File: src/hw/timer_pkg.sv
// constants shared by the timer/event counter pair
// assumes a 16-bit register address port and an 8-bit data path
package timer_pkg;

  // ------------------------------------------------------------------
  // register addresses
  // ------------------------------------------------------------------
  localparam logic [15:0] ADDR_PORT_DIR = 16'hFF25;
  localparam logic [15:0] ADDR_PORT_LATCH = 16'hFF05;
  localparam logic [15:0] ADDR_CMP0 = 16'hFF2A;
  localparam logic [15:0] ADDR_COUNT0 = 16'hFF2B;
  localparam logic [15:0] ADDR_CLKSEL0 = 16'hFF2E;
  localparam logic [15:0] ADDR_MODE0 = 16'hFF2F;
  localparam logic [15:0] ADDR_CMP1 = 16'hFF3A;
  localparam logic [15:0] ADDR_COUNT1 = 16'hFF3B;
  localparam logic [15:0] ADDR_CLKSEL1 = 16'hFF3E;
  localparam logic [15:0] ADDR_MODE1 = 16'hFF3F;

  // ------------------------------------------------------------------
  // mode control, port direction and clock select fields
  // ------------------------------------------------------------------
  localparam int RUN_BIT = 7;
  localparam int PWM_BIT = 6;
  localparam int FORCE_HIGH_BIT = 3;
  localparam int FORCE_LOW_BIT = 2;
  localparam int LEVEL_INV_BIT = 1;
  localparam int OUT_EN_BIT = 0;
  localparam int DIR_BIT = 0;
  localparam logic [7:0] MODE0_READ_MASK = 8'hC3;
  localparam logic [7:0] MODE1_MASK = 8'hC0;
  localparam logic [7:0] CLKSEL_MASK = 8'h07;

  // ------------------------------------------------------------------
  // reset values and the pwm count top
  // ------------------------------------------------------------------
  localparam logic [7:0] MODE_RESET = 8'h00;
  localparam logic [7:0] PORT_DIR_RESET = 8'hFF;
  localparam logic [7:0] ZERO_RESET = 8'h00;
  localparam logic [7:0] COUNT_TOP = 8'hFF;

  // ------------------------------------------------------------------
  // count clock selection: codes and prescaler shifts
  // ------------------------------------------------------------------
  localparam logic [2:0] SEL_EDGE_FALL = 3'h0;
  localparam logic [2:0] SEL_EDGE_RISE = 3'h1;
  localparam int PRESC_WIDTH = 13;
  localparam logic [3:0] T0_SHIFT [8] = '{4'h0, 4'h0, 4'h1, 4'h2, 4'h4, 4'h6, 4'h8, 4'hD};
  localparam logic [3:0] T1_SHIFT [8] = '{4'h0, 4'h0, 4'h1, 4'h5, 4'h7, 4'hA, 4'hD, 4'hD};

endpackage : timer_pkg

File: src/hw/count_unit.sv
// one 8-bit counter with compare, match-clear and free-running pwm modes
// assumes tick is a one-cycle pulse per count clock period, on mclk
`timescale 1ns/10ps
module count_unit (
  // clock and reset
  input wire logic mclk,
  input wire logic rst_n,
  // control
  input wire logic run,
  input wire logic pwm,
  input wire logic tick,
  input wire logic [7:0] compare_value,
  // state and events
  output logic [7:0] count_value,
  output logic match_irq,
  output logic pwm_active
);

  logic [7:0] next_count;
  logic [7:0] cmp_active;
  logic [7:0] next_cmp;
  logic seen_ovf;
  logic next_seen;
  logic wrap;
  logic hit;

  assign wrap = run && tick && pwm && (count_value == timer_pkg::COUNT_TOP);
  assign hit = run && tick && !pwm && (count_value == cmp_active);

  always_comb begin
    next_count = count_value;
    if (!run) begin
      next_count = timer_pkg::ZERO_RESET;
    end else if (hit) begin
      next_count = timer_pkg::ZERO_RESET;
    end else if (tick) begin
      next_count = count_value + 8'h01;
    end
  end

  // pwm compare is buffered and only taken at overflow
  always_comb begin
    next_cmp = cmp_active;
    if (!run || !pwm || wrap) begin
      next_cmp = compare_value;
    end
    next_seen = seen_ovf;
    if (!run || !pwm) begin
      next_seen = 1'b0;
    end else if (wrap) begin
      next_seen = 1'b1;
    end
  end

  always_ff @(posedge mclk or negedge rst_n) begin
    if (!rst_n) begin
      count_value <= timer_pkg::ZERO_RESET;
      cmp_active <= timer_pkg::ZERO_RESET;
      seen_ovf <= 1'b0;
    end else begin
      count_value <= next_count;
      cmp_active <= next_cmp;
      seen_ovf <= next_seen;
    end
  end

  always_ff @(posedge mclk or negedge rst_n) begin
    if (!rst_n) begin
      match_irq <= 1'b0;
      pwm_active <= 1'b0;
    end else begin
      match_irq <= hit;
      pwm_active <= run && pwm && next_seen && (next_count < next_cmp);
    end
  end

endmodule : count_unit

File: src/hw/timer_event_counter.sv
// two 8-bit timer/event counters with their mode, clock and port registers
// assumes a single-cycle register port on mclk and a pad outside for the pin
`timescale 1ns/10ps

module timer_event_counter (
  // clock and reset
  input wire logic mclk,
  input wire logic rst_n,
  // register port
  input wire logic [15:0] reg_addr,
  input wire logic reg_wr,
  input wire logic reg_rd,
  input wire logic [7:0] reg_wdata,
  output logic [7:0] reg_rdata,
  // shared timer pin
  input wire logic pin_in,
  output logic pin_out,
  output logic pin_oe,
  // match requests
  output logic match_irq_t0,
  output logic match_irq_t1,
  // timer output level before the port
  output logic timer_output_pin
);

  // ------------------------------------------------------------------
  // registers
  // ------------------------------------------------------------------
  logic [7:0] mode_control_reg_t0;
  logic [7:0] mode_control_reg_t1;
  logic [7:0] clock_select_reg_t0;
  logic [7:0] clock_select_reg_t1;
  logic [7:0] compare_value_t0;
  logic [7:0] compare_value_t1;
  logic [7:0] port_direction_reg;
  logic port_output_latch;
  logic [7:0] count_value_t0;
  logic [7:0] count_value_t1;
  logic [12:0] prescaler;
  logic event_sync1;
  logic event_sync2;
  logic event_prev;
  logic tick_t0;
  logic tick_t1;
  logic pwm_active_t0;
  logic output_ff;
  logic next_output_ff;
  logic [7:0] next_rdata;

  logic run_bit_t0;
  logic run_bit_t1;
  logic pwm_select_t0;
  logic pwm_select_t1;
  logic level_or_invert_select;
  logic output_pin_enable;
  logic pin_direction_bit;
  logic mode0_write;
  logic wr_mode1;
  logic wr_clksel0;
  logic wr_clksel1;
  logic wr_cmp0;
  logic wr_cmp1;
  logic wr_port_dir;
  logic wr_port_latch;
  logic event_rise;
  logic event_fall;

  assign run_bit_t0 = mode_control_reg_t0[timer_pkg::RUN_BIT];
  assign run_bit_t1 = mode_control_reg_t1[timer_pkg::RUN_BIT];
  assign pwm_select_t0 = mode_control_reg_t0[timer_pkg::PWM_BIT];
  assign pwm_select_t1 = mode_control_reg_t1[timer_pkg::PWM_BIT];
  assign level_or_invert_select = mode_control_reg_t0[timer_pkg::LEVEL_INV_BIT];
  assign output_pin_enable = mode_control_reg_t0[timer_pkg::OUT_EN_BIT];
  assign pin_direction_bit = port_direction_reg[timer_pkg::DIR_BIT];
  assign mode0_write = reg_wr && (reg_addr == timer_pkg::ADDR_MODE0);

  // ------------------------------------------------------------------
  // helpers
  // ------------------------------------------------------------------
  // true once per 2**shift mclk cycles; shift 0 means no internal clock
  function automatic logic presc_tick(input logic [12:0] p, input logic [3:0] shift);
    logic [12:0] mask;
    mask = (13'h0001 << shift) - 13'h0001;
    return (shift != 4'h0) && ((p & mask) == mask);
  endfunction : presc_tick

  function automatic logic is_addr(input logic [15:0] a, input logic [15:0] target);
    return a == target;
  endfunction : is_addr

  // ------------------------------------------------------------------
  // register writes
  // ------------------------------------------------------------------
  // count registers get no strobe here: they are read-only
  assign wr_mode1 = reg_wr && is_addr(reg_addr, timer_pkg::ADDR_MODE1);
  assign wr_clksel0 = reg_wr && is_addr(reg_addr, timer_pkg::ADDR_CLKSEL0);
  assign wr_clksel1 = reg_wr && is_addr(reg_addr, timer_pkg::ADDR_CLKSEL1);
  assign wr_cmp0 = reg_wr && is_addr(reg_addr, timer_pkg::ADDR_CMP0);
  assign wr_cmp1 = reg_wr && is_addr(reg_addr, timer_pkg::ADDR_CMP1);
  assign wr_port_dir = reg_wr && is_addr(reg_addr, timer_pkg::ADDR_PORT_DIR);
  assign wr_port_latch = reg_wr && is_addr(reg_addr, timer_pkg::ADDR_PORT_LATCH);

  // force bits are pulses, not storage, so they never read back
  always_ff @(posedge mclk or negedge rst_n) begin
    if (!rst_n) begin
      mode_control_reg_t0 <= timer_pkg::MODE_RESET;
    end else if (mode0_write) begin
      mode_control_reg_t0 <= reg_wdata & timer_pkg::MODE0_READ_MASK;
    end
  end

  always_ff @(posedge mclk or negedge rst_n) begin
    if (!rst_n) begin
      mode_control_reg_t1 <= timer_pkg::MODE_RESET;
    end else if (wr_mode1) begin
      mode_control_reg_t1 <= reg_wdata & timer_pkg::MODE1_MASK;
    end
  end

  always_ff @(posedge mclk or negedge rst_n) begin
    if (!rst_n) begin
      clock_select_reg_t0 <= timer_pkg::ZERO_RESET;
    end else if (wr_clksel0) begin
      clock_select_reg_t0 <= reg_wdata & timer_pkg::CLKSEL_MASK;
    end
  end

  always_ff @(posedge mclk or negedge rst_n) begin
    if (!rst_n) begin
      clock_select_reg_t1 <= timer_pkg::ZERO_RESET;
    end else if (wr_clksel1) begin
      clock_select_reg_t1 <= reg_wdata & timer_pkg::CLKSEL_MASK;
    end
  end

  always_ff @(posedge mclk or negedge rst_n) begin
    if (!rst_n) begin
      compare_value_t0 <= timer_pkg::ZERO_RESET;
    end else if (wr_cmp0) begin
      compare_value_t0 <= reg_wdata;
    end
  end

  always_ff @(posedge mclk or negedge rst_n) begin
    if (!rst_n) begin
      compare_value_t1 <= timer_pkg::ZERO_RESET;
    end else if (wr_cmp1) begin
      compare_value_t1 <= reg_wdata;
    end
  end

  always_ff @(posedge mclk or negedge rst_n) begin
    if (!rst_n) begin
      port_direction_reg <= timer_pkg::PORT_DIR_RESET;
    end else if (wr_port_dir) begin
      port_direction_reg <= reg_wdata;
    end
  end

  always_ff @(posedge mclk or negedge rst_n) begin
    if (!rst_n) begin
      port_output_latch <= 1'b0;
    end else if (wr_port_latch) begin
      port_output_latch <= reg_wdata[0];
    end
  end

  // ------------------------------------------------------------------
  // register reads
  // ------------------------------------------------------------------
  always_comb begin
    next_rdata = 8'h00;
    unique case (reg_addr)
      timer_pkg::ADDR_MODE0: next_rdata = mode_control_reg_t0;
      timer_pkg::ADDR_MODE1: next_rdata = mode_control_reg_t1;
      timer_pkg::ADDR_CLKSEL0: next_rdata = clock_select_reg_t0;
      timer_pkg::ADDR_CLKSEL1: next_rdata = clock_select_reg_t1;
      timer_pkg::ADDR_CMP0: next_rdata = compare_value_t0;
      timer_pkg::ADDR_CMP1: next_rdata = compare_value_t1;
      timer_pkg::ADDR_COUNT0: next_rdata = count_value_t0;
      timer_pkg::ADDR_COUNT1: next_rdata = count_value_t1;
      timer_pkg::ADDR_PORT_DIR: next_rdata = port_direction_reg;
      timer_pkg::ADDR_PORT_LATCH: next_rdata = {7'h00, port_output_latch};
      default: next_rdata = 8'h00;
    endcase
  end

  always_ff @(posedge mclk or negedge rst_n) begin
    if (!rst_n) begin
      reg_rdata <= 8'h00;
    end else if (reg_rd) begin
      reg_rdata <= next_rdata;
    end
  end

  // ------------------------------------------------------------------
  // count clock generation
  // ------------------------------------------------------------------
  // one free prescaler serves both counters; start phase is not aligned
  always_ff @(posedge mclk or negedge rst_n) begin
    if (!rst_n) begin
      prescaler <= 13'h0000;
    end else begin
      prescaler <= prescaler + 13'h0001;
    end
  end

  // ------------------------------------------------------------------
  // event pin
  // ------------------------------------------------------------------
  // the pin is asynchronous; only the second stage feeds edge logic
  // all stages reset to the pull-up level so reset leaves no false edge
  always_ff @(posedge mclk or negedge rst_n) begin
    if (!rst_n) begin
      event_sync1 <= 1'b1;
      event_sync2 <= 1'b1;
    end else begin
      event_sync1 <= pin_in;
      event_sync2 <= event_sync1;
    end
  end

  always_ff @(posedge mclk or negedge rst_n) begin
    if (!rst_n) begin
      event_prev <= 1'b1;
    end else begin
      event_prev <= event_sync2;
    end
  end

  assign event_rise = !event_prev && event_sync2;
  assign event_fall = event_prev && !event_sync2;

  always_comb begin
    unique case (clock_select_reg_t0[2:0])
      timer_pkg::SEL_EDGE_FALL: tick_t0 = event_fall;
      timer_pkg::SEL_EDGE_RISE: tick_t0 = event_rise;
      default: tick_t0 = presc_tick(prescaler, timer_pkg::T0_SHIFT[clock_select_reg_t0[2:0]]);
    endcase
  end

  // timer 1 has no pin input; prohibited codes give no count clock
  assign tick_t1 = presc_tick(prescaler, timer_pkg::T1_SHIFT[clock_select_reg_t1[2:0]]);

  // ------------------------------------------------------------------
  // counters
  // ------------------------------------------------------------------
  count_unit unit_t0 (
    .mclk(mclk),
    .rst_n(rst_n),
    .run(run_bit_t0),
    .pwm(pwm_select_t0),
    .tick(tick_t0),
    .compare_value(compare_value_t0),
    .count_value(count_value_t0),
    .match_irq(match_irq_t0),
    .pwm_active(pwm_active_t0)
  );

  count_unit unit_t1 (
    .mclk(mclk),
    .rst_n(rst_n),
    .run(run_bit_t1),
    .pwm(pwm_select_t1),
    .tick(tick_t1),
    .compare_value(compare_value_t1),
    .count_value(count_value_t1),
    .match_irq(match_irq_t1),
    // timer 1 has no output pin, so its pwm level goes nowhere
    .pwm_active()
  );

  // ------------------------------------------------------------------
  // timer 0 output flip-flop
  // ------------------------------------------------------------------
  // a force write takes priority over a match inversion in the same cycle
  always_comb begin
    next_output_ff = output_ff;
    if (!pwm_select_t0 && match_irq_t0 && level_or_invert_select) begin
      next_output_ff = !output_ff;
    end
    if (mode0_write && !pwm_select_t0) begin
      unique case (reg_wdata[timer_pkg::FORCE_HIGH_BIT:timer_pkg::FORCE_LOW_BIT])
        2'h1: next_output_ff = 1'b0;
        2'h2: next_output_ff = 1'b1;
        default: next_output_ff = next_output_ff;
      endcase
    end
  end

  always_ff @(posedge mclk or negedge rst_n) begin
    if (!rst_n) begin
      output_ff <= 1'b0;
    end else begin
      output_ff <= next_output_ff;
    end
  end

  // ------------------------------------------------------------------
  // pin
  // ------------------------------------------------------------------
  // mode, level and enable act on the pin whether or not counting runs
  // in pwm mode the pin shows the inactive level until the first overflow
  always_ff @(posedge mclk or negedge rst_n) begin
    if (!rst_n) begin
      timer_output_pin <= 1'b0;
    end else if (!output_pin_enable) begin
      timer_output_pin <= 1'b0;
    end else if (pwm_select_t0) begin
      timer_output_pin <= pwm_active_t0 ^ level_or_invert_select;
    end else begin
      timer_output_pin <= next_output_ff;
    end
  end

  // latch must be zero for the timer level to show on the pin
  assign pin_out = port_output_latch | timer_output_pin;
  assign pin_oe = !pin_direction_bit;

endmodule : timer_event_counter

File: config.mk
export PLATFORM = sky130hd
export DESIGN_NAME = timer_event_counter
export DESIGN_NICKNAME = d
export VERILOG_FILES = /design/src/hw/timer_pkg.sv /design/src/hw/count_unit.sv /design/src/hw/timer_event_counter.sv
export SDC_FILE = /design/constraint.sdc
export NUM_CORES = 1
export LEC_CHECK = 0
export ABC_AREA = 1
export BUFFER_PORTS_ARGS = -buffer_cell sky130_fd_sc_hd__clkbuf_2
export CORE_ASPECT_RATIO = 0.6
export CORE_MARGIN = 4
export CORE_UTILIZATION = 30
export CTS_CLUSTER_DIAMETER = 30
export DETAILED_ROUTE_END_ITERATION = 10
export HOLD_SLACK_MARGIN = 0.15
export PLACE_DENSITY = 0.53
export SLEW_MARGIN = 20
export SYNTH_ARGS = -nofsm -noshare
export SYNTH_HDL_FRONTEND = slang
export SYNTH_HIERARCHICAL = 1
export SYNTH_SLANG_ARGS = --single-unit
File: constraint.sdc
create_clock -name mclk -period 8 [get_ports mclk]
set_input_delay 1.6 -clock mclk [delete_from_list [all_inputs] [get_ports mclk]]
set_output_delay 1.6 -clock mclk [all_outputs]
set_load 0.005 [all_outputs]
==> impl_metrics.yaml <==
power_and_ir_drop:
  peakVddDrop_mv: 0.0998
  p_leak_uw: 0.00318
  powerDensity_nw_per_um2: 161
  power_frac_comb_pct: 3.5
  clockPowerShare_pct: 47.5
  switchingPower_uw: 233
  swShare_pct: 22.7
  p_int_uw: 793
  pwr-share-seq_pct: 49.0
placed_design:
  place_congestion: 0.913
  place_area_sq_um: 6040
  dp_hpwl_um: 11800
  port_buffers: 41
setup_path:
  cp_data_arrival_time_ps: 3870
  required_ps: 8290
  reg2reg_from: "clock_select_reg_t0[2]$_DFFE_PN0P_"
  ff2ff_path_depth: 17
  worstSetupStartpointType: "flip-flop"
  cp-startpoint: "clock_select_reg_t0[2]$_DFFE_PN0P_"
  critical_path_class: "flip-flop to flip-flop"
  path_max_fanout: 6
  r2r-end: "unit_t0/pwm_active$_DFF_PN0_"
  reg2reg_slack_ps: 4420
  cp-end-kind: "flip-flop"
detailed_routing:
  post_drt_wl_per_cell_um: 15.3
  drt.antenna.violating_nets: 0
  drt_wl_total_um: 15300
  vias: 4574
  viasPerCell: 4.60
  first_pass_iters: 5
  drc: 0
  dr.first_iter.drc_count: 408
floorplan:
  core-area_sq_um: 18200
  io-pin-count: 42
  dieArea_sq_um: 21100
  die_x_um: 185
  die_h_um: 114
  start_util_pct: 30.9
  fp-row-count: 38
final_layout:
  fillers: 1950
  drive_above_1_share_pct: 17.0
  area_growth_pct: 13.3
  diodes: 0
  nNetsFinal: 791
  regMostFlops: "prescaler"
  largest_register_ffs: 13
  final_area_sq_um: 6370
min_path:
  hold_end: "event_sync2$_DFF_PN1_"
  min_path_cells: 0
  hold_class: "flip-flop to flip-flop"
  hp-start: "event_sync1$_DFF_PN1_"
clock_tree:
  root_buffer: "clkbuf_16"
  ctsResizeCount: 0
  cts.clk_slew.worst_paths_ps: 70
  htreeDepth: 3
  clockBufferDepth: 2
  hold_buffers: 0
  cts.sinks: 99
  cts_buffers: 9
  clk_latency_ps: 360
  cts_tree: "done"
  post-cts-setup-buffer-count: 0
global_route:
  grt_start_max_net_pins: 55
  gr-total-overflow: 0
  grt_pass1_vias: 4354
  grt_pass1_wl_um: 24600
  track_usage_pct: 15.1
  antenna_found_initial: 0
timing:
  finClkSkew_ps: 10.4
  hold_viol_final: 0
  setup_viol: 0
  max_freq_mhz: 279
  rsz0062_at_grt: "false"
  period_share_pct: 44.8
  worstMarginPinSlew_ps: 913
  fin_tns_setup_ps: 0
  maxSlewViolCount: 0
  relSlewSlack_pct: 39.2
  fin_crit_ps: 3580
synth:
  syn_nets: 750
  netlist_area_sq_um: 5620
  avgSynthCellArea_sq_um: 7.94
  yosys_warnings: 6
  syn_inst: 708
run:
  maxCapViolCount: 0
status:
  status: "finished, final reports clean"
==> how the worst max path moves through the flow <==
stage                                   endpoint  slack, ps
global placement    unit_t0/pwm_active$_DFF_PN0_       4670
floorplan           unit_t0/pwm_active$_DFF_PN0_       5060
CTS                 unit_t0/pwm_active$_DFF_PN0_       4480
detailed placement  unit_t0/pwm_active$_DFF_PN0_       4520
global route        unit_t0/pwm_active$_DFF_PN0_       4120
finish              unit_t0/pwm_active$_DFF_PN0_       4420
==> layout make-up <==
type	count	area, sq um	area share (%)
clock buffer	10	239	3.75
clock inverter	6	88.8	1.40
inverter	99	373	5.86
multi-input combinational	498	2660	41.8
sequential	99	2490	39.1
tap	240	300	4.72
timing repair buffer	42	215	3.38
==> layer usage <==
| layer | track usage (%) | part of all wire [%] |
|---|---|---|
| met5 | 0 | 0 |
| met4 | 2.64 | 0.52 |
| met1 | 25.5 | 58 |
| met2 | 18.4 | 35 |
| met3 | 4.62 | 6.3 |
==> stage by stage <==
stage	hold slack, ps	util (%)	instances	total power [uW]	setup WS, ps
after floorplan	345	-	708	524	5060
after global placement	348	33.2	978	549	4670
after detailed placement	347	33.2	978	549	4520
after CTS	358	35.0	994	1040	4480
after global routing	359	35.0	994	1070	4120
final	357	35.0	994	1030	4420
==> cell usage in the layout (no fill, tap or decap), types with 14 or more instances in the layout <==
cell type	n
nand2_1	181
inv_1	94
dfrtp_1	88
nand3_1	70
nor2_1	59
clkbuf_2	40
o21ai_0	35
xor2_1	21
o21ai_1	21
nor2_2	14
==> critical path, stage by stage, from the launching register on <==
cell and delay [ps]:
dfrtp_1 430, inv_1 140, nand2_1 90, ha_1 220, nand2_1 80, xor2_1 150, o21ai_0 120, o22ai_1 590
nand2_1 170, nor2_1 210, nand3_1 150, nor3b_2 220, nor2_1 70, nor3b_2 200, ha_1 280, a21oi_1 140
o211ai_1 120, a21oi_2 120
==> power groups by stage <==
| stage | Sequential (uW) | Combinational (uW) | Clock, uW |
|---|---|---|---|
| 2_1_floorplan | 512 | 12.2 | 0 |
| 3_3_place_gp | 512 | 37.2 | 0 |
| 3_5_place_dp | 512 | 37.1 | 0 |
| 4_1_cts | 502 | 37.3 | 502 |
| 5_1_grt | 502 | 41.3 | 522 |
| 6_report | 502 | 36.1 | 488 |
Note: power is estimated with default switching activity, not from simulation.
